===== src/core/qws_defs.vh =====
// Constants of the quad wiper serial slave
`ifndef QWS_DEFS_VH
`define QWS_DEFS_VH

// Opcode field of the instruction byte
`define QWS_OP_RD_WIPER   4'h9
`define QWS_OP_WR_WIPER   4'ha
`define QWS_OP_RD_STORED  4'hb
`define QWS_OP_WR_STORED  4'hc
`define QWS_OP_S2W        4'hd
`define QWS_OP_W2S        4'he
`define QWS_OP_G_S2W      4'h1
`define QWS_OP_G_W2S      4'h8
`define QWS_OP_STEP       4'h2

// Field positions of the instruction byte
`define QWS_INS_OP_HI     7
`define QWS_INS_OP_LO     4
`define QWS_INS_REG_HI    3
`define QWS_INS_REG_LO    2
`define QWS_INS_POT_HI    1
`define QWS_INS_POT_LO    0

// Field positions of the identification byte
`define QWS_ID_TYPE_HI    7
`define QWS_ID_TYPE_LO    4
`define QWS_ID_ADDR_HI    3
`define QWS_ID_ADDR_LO    0

// Reset values and wiper limits
`define QWS_STORED_RESET  8'h00
`define QWS_WIPER_RESET   8'h00
`define QWS_WIPER_MAX     8'hff
`define QWS_WIPER_MIN     8'h00

// Timing
`define QWS_NV_WRITE_MS   10
`define QWS_CLOCK_KHZ     100000

`endif


===== src/core/qws_slave_unused_guard.v =====
// Holds no logic; the whole block lives in qws_slave.v


===== src/core/qws_slave.v =====
// Two-wire slave and register store for four wiper positions
`timescale 1ns/100ps
`include "qws_defs.vh"

// Notes on behaviour
// - Write protect low blocks stored writes
// - Eight-bit wiper selects one of 256 taps
// - Four independent wiper position registers
// - Wiper set by write, copy, or step
// - Power-up loads wiper from stored zero
// - Wiper contents are volatile
// - Four stored registers per unit, copyable
// - Stored change takes up to 10 ms
// - Stored registers hold full 0..255
// - Device is slave; master drives clock
// - START then identification byte, MSB first
// - Data changes only while clock low
// - Data pin released after power-up
// - Ignore everything until START seen
// - STOP ends transfer; after read, standby
// - Release after eight bits; ninth acknowledges
// - Acknowledge identification, instruction, write data
// - Identification matches type code and straps
// - Read continues on acknowledge, else stops
// - Busy: ignore bus, no identification acknowledge
// - Upper nibble opcode, next two register select
// - Low two bits select the unit
// - Sample on clock rise, shift after fall
// - Step: data high up, low down
// - Nine opcodes with fixed codes
module qws_slave #(
    parameter [3:0] DEVICE_TYPE     = 4'ha,  // Arbitrary value
    parameter       NV_WRITE_CYCLES = `QWS_NV_WRITE_MS * `QWS_CLOCK_KHZ,
    parameter       FIFO_WIDTH      = 16,
    parameter       FIFO_DEPTH      = 2,
    parameter       FIFO_AW         = 1
) (
    // Clock and reset
    input  wire            clock,
    input  wire            reset,
    // Two-wire bus
    input  wire            scl_in,
    input  wire            sda_in,
    output wire            sda_out,
    output wire            sda_oe,
    // Straps and protection
    input  wire [3:0]      strap_select_pins,
    input  wire            write_protect_n,
    // Wiper outputs
    output wire [31:0]     wiper_position,
    output wire [1023:0]   tap_select,
    // Status
    output wire            nv_busy,
    output wire            standby
);

    localparam [3:0] S_IDLE = 4'h0;
    localparam [3:0] S_ID   = 4'h1;
    localparam [3:0] S_AID  = 4'h2;
    localparam [3:0] S_INS  = 4'h3;
    localparam [3:0] S_AINS = 4'h4;
    localparam [3:0] S_WDAT = 4'h5;
    localparam [3:0] S_ADAT = 4'h6;
    localparam [3:0] S_TX   = 4'h7;
    localparam [3:0] S_RACK = 4'h8;
    localparam [3:0] S_STEP = 4'h9;
    localparam [3:0] S_IGN  = 4'ha;

    function [3:0] store_index;
        input [1:0] pot;
        input [1:0] sel;
        begin
            store_index = {pot, sel};
        end
    endfunction

    function known_op;
        input [3:0] op;
        begin
            case (op)
                `QWS_OP_RD_WIPER, `QWS_OP_WR_WIPER, `QWS_OP_RD_STORED,
                `QWS_OP_WR_STORED, `QWS_OP_S2W, `QWS_OP_W2S,
                `QWS_OP_G_S2W, `QWS_OP_G_W2S, `QWS_OP_STEP: known_op = 1'b1;
                default: known_op = 1'b0;
            endcase
        end
    endfunction

    // Pin synchronisers
    reg        scl_m;
    reg        scl_s;
    reg        scl_p;
    reg        sda_m;
    reg        sda_s;
    reg        sda_p;
    reg        wp_m;
    reg        wp_s;
    reg  [3:0] strap_m;
    reg  [3:0] strap_s;

    always @(posedge clock or posedge reset) begin
        if (reset) begin
            scl_m   <= 1'b1;
            scl_s   <= 1'b1;
            scl_p   <= 1'b1;
            sda_m   <= 1'b1;
            sda_s   <= 1'b1;
            sda_p   <= 1'b1;
            wp_m    <= 1'b0;
            wp_s    <= 1'b0;
            strap_m <= 4'h0;
            strap_s <= 4'h0;
        end else begin
            scl_m   <= scl_in;
            scl_s   <= scl_m;
            scl_p   <= scl_s;
            sda_m   <= sda_in;
            sda_s   <= sda_m;
            sda_p   <= sda_s;
            wp_m    <= write_protect_n;
            wp_s    <= wp_m;
            strap_m <= strap_select_pins;
            strap_s <= strap_m;
        end
    end

    reg         busy;
    wire        stop_det   = scl_s & scl_p & ~sda_p & sda_s;
    wire        start_det  = ~busy & scl_s & scl_p & sda_p & ~sda_s;
    wire        stop_seen  = ~busy & stop_det;
    wire        scl_rise   = ~busy & scl_s & ~scl_p;
    wire        scl_fall   = ~busy & ~scl_s & scl_p;

    // Storage
    reg  [7:0]  wiper  [0:3];
    reg  [7:0]  stored [0:15];

    // Two-entry command buffer
    reg  [FIFO_WIDTH-1:0] fifo_mem [0:FIFO_DEPTH-1];
    reg  [FIFO_AW-1:0]    fifo_wp;
    reg  [FIFO_AW-1:0]    fifo_rp;
    reg  [FIFO_AW:0]      fifo_cnt;
    reg                   push;
    reg  [FIFO_WIDTH-1:0] push_data;
    reg                   load_pending;
    wire                  fifo_in_ready  = (fifo_cnt != FIFO_DEPTH[FIFO_AW:0]);
    wire                  fifo_out_valid = (fifo_cnt != {(FIFO_AW+1){1'b0}});
    wire                  exec_ready     = ~load_pending;
    wire                  pop            = fifo_out_valid & exec_ready;
    wire                  do_push        = push & fifo_in_ready;
    wire [FIFO_WIDTH-1:0] head           = fifo_mem[fifo_rp];

    integer i;
    always @(posedge clock or posedge reset) begin
        if (reset) begin
            fifo_wp  <= {FIFO_AW{1'b0}};
            fifo_rp  <= {FIFO_AW{1'b0}};
            fifo_cnt <= {(FIFO_AW+1){1'b0}};
            for (i = 0; i < FIFO_DEPTH; i = i + 1)
                fifo_mem[i] <= {FIFO_WIDTH{1'b0}};
        end else begin
            if (do_push) begin
                fifo_mem[fifo_wp] <= push_data;
                fifo_wp           <= fifo_wp + 1'b1;
            end
            if (pop)
                fifo_rp <= fifo_rp + 1'b1;
            if (do_push & ~pop)
                fifo_cnt <= fifo_cnt + 1'b1;
            else if (pop & ~do_push)
                fifo_cnt <= fifo_cnt - 1'b1;
        end
    end

    // Serial engine
    reg  [3:0]  state;
    reg  [3:0]  bit_cnt;
    reg  [7:0]  rx_sh;
    reg  [7:0]  tx_sh;
    reg  [7:0]  instr;
    reg         acked;
    reg         read_seen;
    reg         oe_q;
    reg         standby_q;
    reg  [7:0]  rd_val;
    wire [3:0]  ins_op  = instr[`QWS_INS_OP_HI:`QWS_INS_OP_LO];
    wire [3:0]  new_op  = rx_sh[`QWS_INS_OP_HI:`QWS_INS_OP_LO];
    wire [1:0]  ins_reg = instr[`QWS_INS_REG_HI:`QWS_INS_REG_LO];
    wire [1:0]  ins_pot = instr[`QWS_INS_POT_HI:`QWS_INS_POT_LO];
    wire        id_match = (rx_sh[`QWS_ID_TYPE_HI:`QWS_ID_TYPE_LO] == DEVICE_TYPE) &
                           (rx_sh[`QWS_ID_ADDR_HI:`QWS_ID_ADDR_LO] == strap_s);

    always @* begin
        if (ins_op == `QWS_OP_RD_STORED)
            rd_val = stored[store_index(ins_pot, ins_reg)];
        else
            rd_val = wiper[ins_pot];
    end

    always @(posedge clock or posedge reset) begin
        if (reset) begin
            state     <= S_IDLE;
            bit_cnt   <= 4'h0;
            rx_sh     <= 8'h00;
            tx_sh     <= 8'h00;
            instr     <= 8'h00;
            acked     <= 1'b0;
            read_seen <= 1'b0;
            oe_q      <= 1'b0;
            standby_q <= 1'b1;
            push      <= 1'b0;
            push_data <= {FIFO_WIDTH{1'b0}};
        end else begin
            push <= 1'b0;
            if (start_det) begin
                state     <= S_ID;
                bit_cnt   <= 4'h0;
                oe_q      <= 1'b0;
                read_seen <= 1'b0;
                standby_q <= 1'b0;
            end else if (stop_seen) begin
                state <= S_IDLE;
                oe_q  <= 1'b0;
                if (read_seen)
                    standby_q <= 1'b1;
            end else if (scl_rise) begin
                case (state)
                    S_ID, S_INS, S_WDAT: begin
                        rx_sh   <= {rx_sh[6:0], sda_s};
                        bit_cnt <= bit_cnt + 4'h1;
                    end
                    S_TX:    bit_cnt <= bit_cnt + 4'h1;
                    S_RACK:  acked <= ~sda_s;
                    S_STEP: begin
                        push      <= 1'b1;
                        push_data <= {instr, 7'h00, sda_s};
                    end
                    default: ;
                endcase
            end else if (scl_fall) begin
                case (state)
                    S_ID: if (bit_cnt == 4'h8) begin
                        if (id_match) begin
                            oe_q  <= 1'b1;
                            state <= S_AID;
                        end else begin
                            state <= S_IGN;
                        end
                    end
                    S_AID: begin
                        oe_q    <= 1'b0;
                        bit_cnt <= 4'h0;
                        state   <= S_INS;
                    end
                    S_INS: if (bit_cnt == 4'h8) begin
                        instr <= rx_sh;
                        if (known_op(new_op) & fifo_in_ready) begin
                            oe_q  <= 1'b1;
                            state <= S_AINS;
                        end else begin
                            state <= S_IGN;
                        end
                    end
                    S_AINS: begin
                        oe_q    <= 1'b0;
                        bit_cnt <= 4'h0;
                        case (ins_op)
                            `QWS_OP_RD_WIPER, `QWS_OP_RD_STORED: begin
                                tx_sh     <= {rd_val[6:0], 1'b0};
                                oe_q      <= ~rd_val[7];
                                read_seen <= 1'b1;
                                state     <= S_TX;
                            end
                            `QWS_OP_WR_WIPER, `QWS_OP_WR_STORED: state <= S_WDAT;
                            `QWS_OP_STEP: state <= S_STEP;
                            default: begin
                                push      <= 1'b1;
                                push_data <= {instr, 8'h00};
                                state     <= S_IGN;
                            end
                        endcase
                    end
                    S_TX: begin
                        if (bit_cnt == 4'h8) begin
                            oe_q  <= 1'b0;
                            state <= S_RACK;
                        end else begin
                            oe_q  <= ~tx_sh[7];
                            tx_sh <= {tx_sh[6:0], 1'b0};
                        end
                    end
                    S_RACK: begin
                        bit_cnt <= 4'h0;
                        if (acked) begin
                            tx_sh <= {rd_val[6:0], 1'b0};
                            oe_q  <= ~rd_val[7];
                            state <= S_TX;
                        end else begin
                            state <= S_IGN;
                        end
                    end
                    S_WDAT: if (bit_cnt == 4'h8) begin
                        if (fifo_in_ready) begin
                            push      <= 1'b1;
                            push_data <= {instr, rx_sh};
                            oe_q      <= 1'b1;
                            state     <= S_ADAT;
                        end else begin
                            state <= S_IGN;
                        end
                    end
                    S_ADAT: begin
                        oe_q    <= 1'b0;
                        bit_cnt <= 4'h0;
                        state   <= S_WDAT;
                    end
                    default: ;
                endcase
            end
        end
    end

    // Executor and storage updates
    reg         nv_dirty;
    wire        nv_start = stop_det & nv_dirty & ~busy;
    wire [3:0]  x_op     = head[15:12];
    wire [1:0]  x_reg    = head[11:10];
    wire [1:0]  x_pot    = head[9:8];
    wire [7:0]  x_data   = head[7:0];
    wire        nv_ok    = wp_s;
    wire        nv_set   = pop & nv_ok &
                           ((x_op == `QWS_OP_WR_STORED) | (x_op == `QWS_OP_W2S) |
                            (x_op == `QWS_OP_G_W2S));
    integer     k;

    always @(posedge clock or posedge reset) begin
        if (reset) begin
            load_pending <= 1'b1;
            nv_dirty     <= 1'b0;
            for (k = 0; k < 4; k = k + 1)
                wiper[k] <= `QWS_WIPER_RESET;
            for (k = 0; k < 16; k = k + 1)
                stored[k] <= `QWS_STORED_RESET;
        end else begin
            if (load_pending) begin
                load_pending <= 1'b0;
                for (k = 0; k < 4; k = k + 1)
                    wiper[k] <= stored[k * 4];
            end else if (pop) begin
                case (x_op)
                    `QWS_OP_WR_WIPER: wiper[x_pot] <= x_data;
                    `QWS_OP_WR_STORED: if (nv_ok) begin
                        stored[store_index(x_pot, x_reg)] <= x_data;
                    end
                    `QWS_OP_S2W: wiper[x_pot] <= stored[store_index(x_pot, x_reg)];
                    `QWS_OP_W2S: if (nv_ok) begin
                        stored[store_index(x_pot, x_reg)] <= wiper[x_pot];
                    end
                    `QWS_OP_G_S2W:
                        for (k = 0; k < 4; k = k + 1)
                            wiper[k] <= stored[k * 4 + x_reg];
                    `QWS_OP_G_W2S: if (nv_ok) begin
                        for (k = 0; k < 4; k = k + 1)
                            stored[k * 4 + x_reg] <= wiper[k];
                    end
                    `QWS_OP_STEP: begin
                        if (x_data[0] && wiper[x_pot] != `QWS_WIPER_MAX)
                            wiper[x_pot] <= wiper[x_pot] + 8'h01;
                        else if (!x_data[0] && wiper[x_pot] != `QWS_WIPER_MIN)
                            wiper[x_pot] <= wiper[x_pot] - 8'h01;
                    end
                    default: ;
                endcase
            end
            if (nv_set)
                nv_dirty <= 1'b1;
            else if (nv_start)
                nv_dirty <= 1'b0;
        end
    end

    // Nonvolatile write timer
    reg [31:0] nv_timer;
    always @(posedge clock or posedge reset) begin
        if (reset) begin
            busy     <= 1'b0;
            nv_timer <= 32'h0;
        end else if (nv_start) begin
            busy     <= 1'b1;
            nv_timer <= NV_WRITE_CYCLES[31:0] - 32'h1;
        end else if (busy) begin
            if (nv_timer == 32'h0)
                busy <= 1'b0;
            else
                nv_timer <= nv_timer - 32'h1;
        end
    end

    // Tap decode per wiper
    genvar g;
    generate
        for (g = 0; g < 4; g = g + 1) begin : g_tap
            reg [255:0] tap;
            reg [7:0]   pos;
            always @(posedge clock or posedge reset) begin
                if (reset) begin
                    tap <= 256'h0;
                    pos <= `QWS_WIPER_RESET;
                end else begin
                    tap <= {248'h0, 8'h01} << wiper[g];
                    pos <= wiper[g];
                end
            end
            assign tap_select[g*256 +: 256]  = tap;
            assign wiper_position[g*8 +: 8]  = pos;
        end
    endgenerate

    // Open-drain data pin only ever pulls low
    reg sda_low;
    always @(posedge clock or posedge reset) begin
        if (reset)
            sda_low <= 1'b0;
        else
            sda_low <= 1'b0;
    end

    assign sda_out = sda_low;
    assign sda_oe  = oe_q;
    assign nv_busy = busy;
    assign standby = standby_q;

endmodule


===== config.mk =====
export PLATFORM = sky130hd
export DESIGN_NAME = qws_slave
export DESIGN_NICKNAME = d
export VERILOG_FILES = /design/src/core/qws_slave_unused_guard.v /design/src/core/qws_slave.v
export VERILOG_INCLUDE_DIRS = /design/src /design/src/core
export SDC_FILE = /design/constraint.sdc
export NUM_CORES = 2
export LEC_CHECK = 0
export ABC_AREA = 0
export BUFFER_PORTS_ARGS = -buffer_cell sky130_fd_sc_hd__buf_4
export CAP_MARGIN = 20
export CORE_AREA = 5 5 408 410
export DETAILED_ROUTE_END_ITERATION = 6
export DIE_AREA = 0 0 413 415
export HOLD_SLACK_MARGIN = 0.08
export MAX_ROUTING_LAYER = met4
export PLACE_DENSITY = 0.51
export SYNTH_ARGS = -nofsm -noshare
export SYNTH_HDL_FRONTEND = slang
export SYNTH_SLANG_ARGS = --single-unit

===== constraint.sdc =====
create_clock -name clock -period 66.4 [get_ports clock]
set_clock_uncertainty 0.15 [all_clocks]
set_input_delay 13.28 -clock clock [delete_from_list [all_inputs] [get_ports clock]]
set_output_delay 13.28 -clock clock [all_outputs]
set_load 0.02 [all_outputs]

==> metrics <==
fraction of registers with async set/reset 1.00; Clock transition at path regs about 0.060 ns; WHS about 0.2 ns; DRC viols 0; status finished, final reports clean; Sequential Area approximately 34000 um2; final wirelength 219000 um; DIE AREA about 170000 um2; post-route ant nets 0; Crit path largest cell delay 0.89 ns; CP Cell Sequence buf_4, inv_8, buf_4, buf_4, buf_4, buf_4; row count around 150; R2R Path End wiper[26]; crit path buf inv count 6; Clock Latency Late Sink between 0.7 and 0.8 ns; Synth Instances slightly above 5000; Area growth, synth to finish 29.2%; slowest CP cell buf_4; via count between 40000 and 50000; Hold Path Class register to register; Fin Setup TNS 0 ns; average wire per standard cell between 20 and 30 um; worst reg2reg path depth 12; area leader, netlist dfrtp_1; initial antenna violation count 9; CP required ~67 ns; most area-consuming cells after synthesis dfrtp_1 63%, nor2_1 7.9%, nand2_1 6.1%; Most used DFF post-synth dfrtp_1; Post-CTS Hold Buffers 0; WS Path Type input port to async pin; Seq/Total Area, Yosys 0.638; Top delay family on crit path buffers and inverters; Post-CTS Setup Bufs 0; post-place setup slack 48.49 ns; initial DRC count about 4500; gr ovfl total 0; Die Wd 413 um; end of the worst hold path strap_s[1]; Final min period 16.86 ns; filler cell count between 15000 and 20000; crit path DAT 17.50 ns; final hold violation count 0; Worst Hold Depth 0; H-tree depth 4; cts repair resizes 0; Design Area, Final approximately 69000 um2; most frequent cells in the layout 1345 x dfrtp_1, 1171 x buf_4, 1115 x nor2_1; Final nets between 6000 and 7000; DP HPWL 152000 um; FF+latch count, synth 1355; P_leak 0.0322 uW; mean post-synth cell area 10.4 um2; number of flops mapped to enable cells by yosys 0; CTS root buf clkbuf_16; Slew Viols, Final 0; MaxCap Viol Count 0; clk sinks 1355; final setup violating endpoints 0; Total GRT Usage 0.256; Total Power around 1800 uW; TritonCTS buffer count ~150; first-pass GRT wire length 314000 um; CTS tree yes; Power Density between 20 and 30 nW/um2; largest net degree at the start of global routing 182; Slew headroom 0.179; Final Worst Setup Slack just under 50 ns; Syn Std Cell Area 53200 um2; hold path startpoint strap_m[1]; Ys Warns 0; maximum vdd drop between 0.02 and 0.025 mV; CP max FO approximately 120; multi-input gate area in the final layout ~18000 um2; initial core utilization 0.328; drt pass-1 iters 6; worst r2r src fifo_rp; Synth top area share 0.634; reg2reg setup slack roughly 61 ns; vias per std cell ~5.2; number of port buffers 1067; f_max 59.3 MHz; DP Area about 63000 um2; I/O pin count 1069; Tightest Pin Transition 1.22 ns; CORE AREA around 160000 um2; critical path endpoint category async pin; die height around 420 um; CTS max path bufs 3; unrepaired setup endpoints after global routing false; most common cell after layout, fill and taps aside dfrtp_1; most used cell, CP buf_4; vias in the first global route around 42000; Placer Congestion between 0.9 and 1; Yosys cell types 85; CP Launch Type input port; final period utilization 0.254; layout cell share with drive strength beyond 1 0.260
[synthesized netlist by cell type (5+ instances only)]
cell      count
a211oi_1      9
a21oi_1     300
a221oi_1     25
a22o_1       10
a311oi_1      5
a31oi_1      22
and2_1       18
and3_1       23
buf_1        34
buf_2        29
clkbuf_1    307
dfrtp_1    1347
dfstp_2       8
ha_1          8
inv_1        36
mux2_2       67
mux2i_1      46
mux4_2       75
nand2_1     861
nand2b_1     20
nand3_1      48
nor2_1     1119
nor2_2        8
nor2b_1      34
nor3_1      177
nor3b_1       9
nor4_1        9
o211ai_1      8
o21ai_0     166
o21ai_1      20
o221ai_1      6
o22ai_1       9
o31ai_1     140
or3_1         9
xnor2_1      21
xor2_1       13
[flip-flops by register name, summed over array words and instances (netlist names), 2 cells and up]
signal	count
push_data	16
rx_sh	8
state	4
strap_m	4
tx_sh	7
wiper	32
g_tap.pos	32
g_tap.tap	1024
instr	8
fifo_mem	32
fifo_cnt	2
strap_s	4
nv_timer	32
stored	128
bit_cnt	4
[per-layer routing]
metal	global-route usage	routed length, um
met1	0.323	86000
met2	0.416	109000
met3	0.0428	15900
met4	0.0918	9010
met5	-	0
[area by class of cell]
class / count / share of cell area
flip-flops and latches: 1355 / 0.494
multi-input cells: 3367 / 0.258
repair buffers: 1179 / 0.130
clock buffers: 218 / 0.0634
well taps: 2175 / 0.0396
clock inverters: 59 / 0.0127
inverters: 37 / 0.00213
diodes: 6 / 0.000219
[how the worst max path moves through the flow]
| stage | startpoint | end | slack [ns] | cells after the start |
|---|---|---|---|---|
| CTS | reset | g_tap[1].tap[173] | 49.37 | 6 |
| floorplan | reset | acked | 14.78 | 1 |
| global placement | reset | g_tap[1].tap[157] | 48.56 | 6 |
| global route | reset | g_tap[1].tap[29] | 48.76 | 6 |
| detailed placement | reset | g_tap[1].tap[221] | 48.49 | 6 |
| finish | reset | g_tap[1].tap[168] | 49.54 | 6 |
[metrics by stage]
step                utilization  cells
detailed placement        0.391   8102
floorplan                     -   5132
global route              0.424   8395
CTS                       0.423   8379
global placement          0.391   8098
finish                    0.424   8396
[logic make-up after synthesis]
kind of cell	Yosys count	synth area share
mux	190	0.0551
buf+inv	410	0.0300
simple gates	2371	0.182
compound gates	762	0.0871
flops	1355	0.638
xor+xnor	34	0.00560
fa+ha+maj	8	0.00188
other cells	1	0.0000705
[power by group]
part           internal [uW]  total (uW)  switching [uW]
clock                    503         865             362
combinational           25.7         104            77.9
sequential               836         848            12.3
total                   1360        1820             452
(Power assumes the default switching activity.)
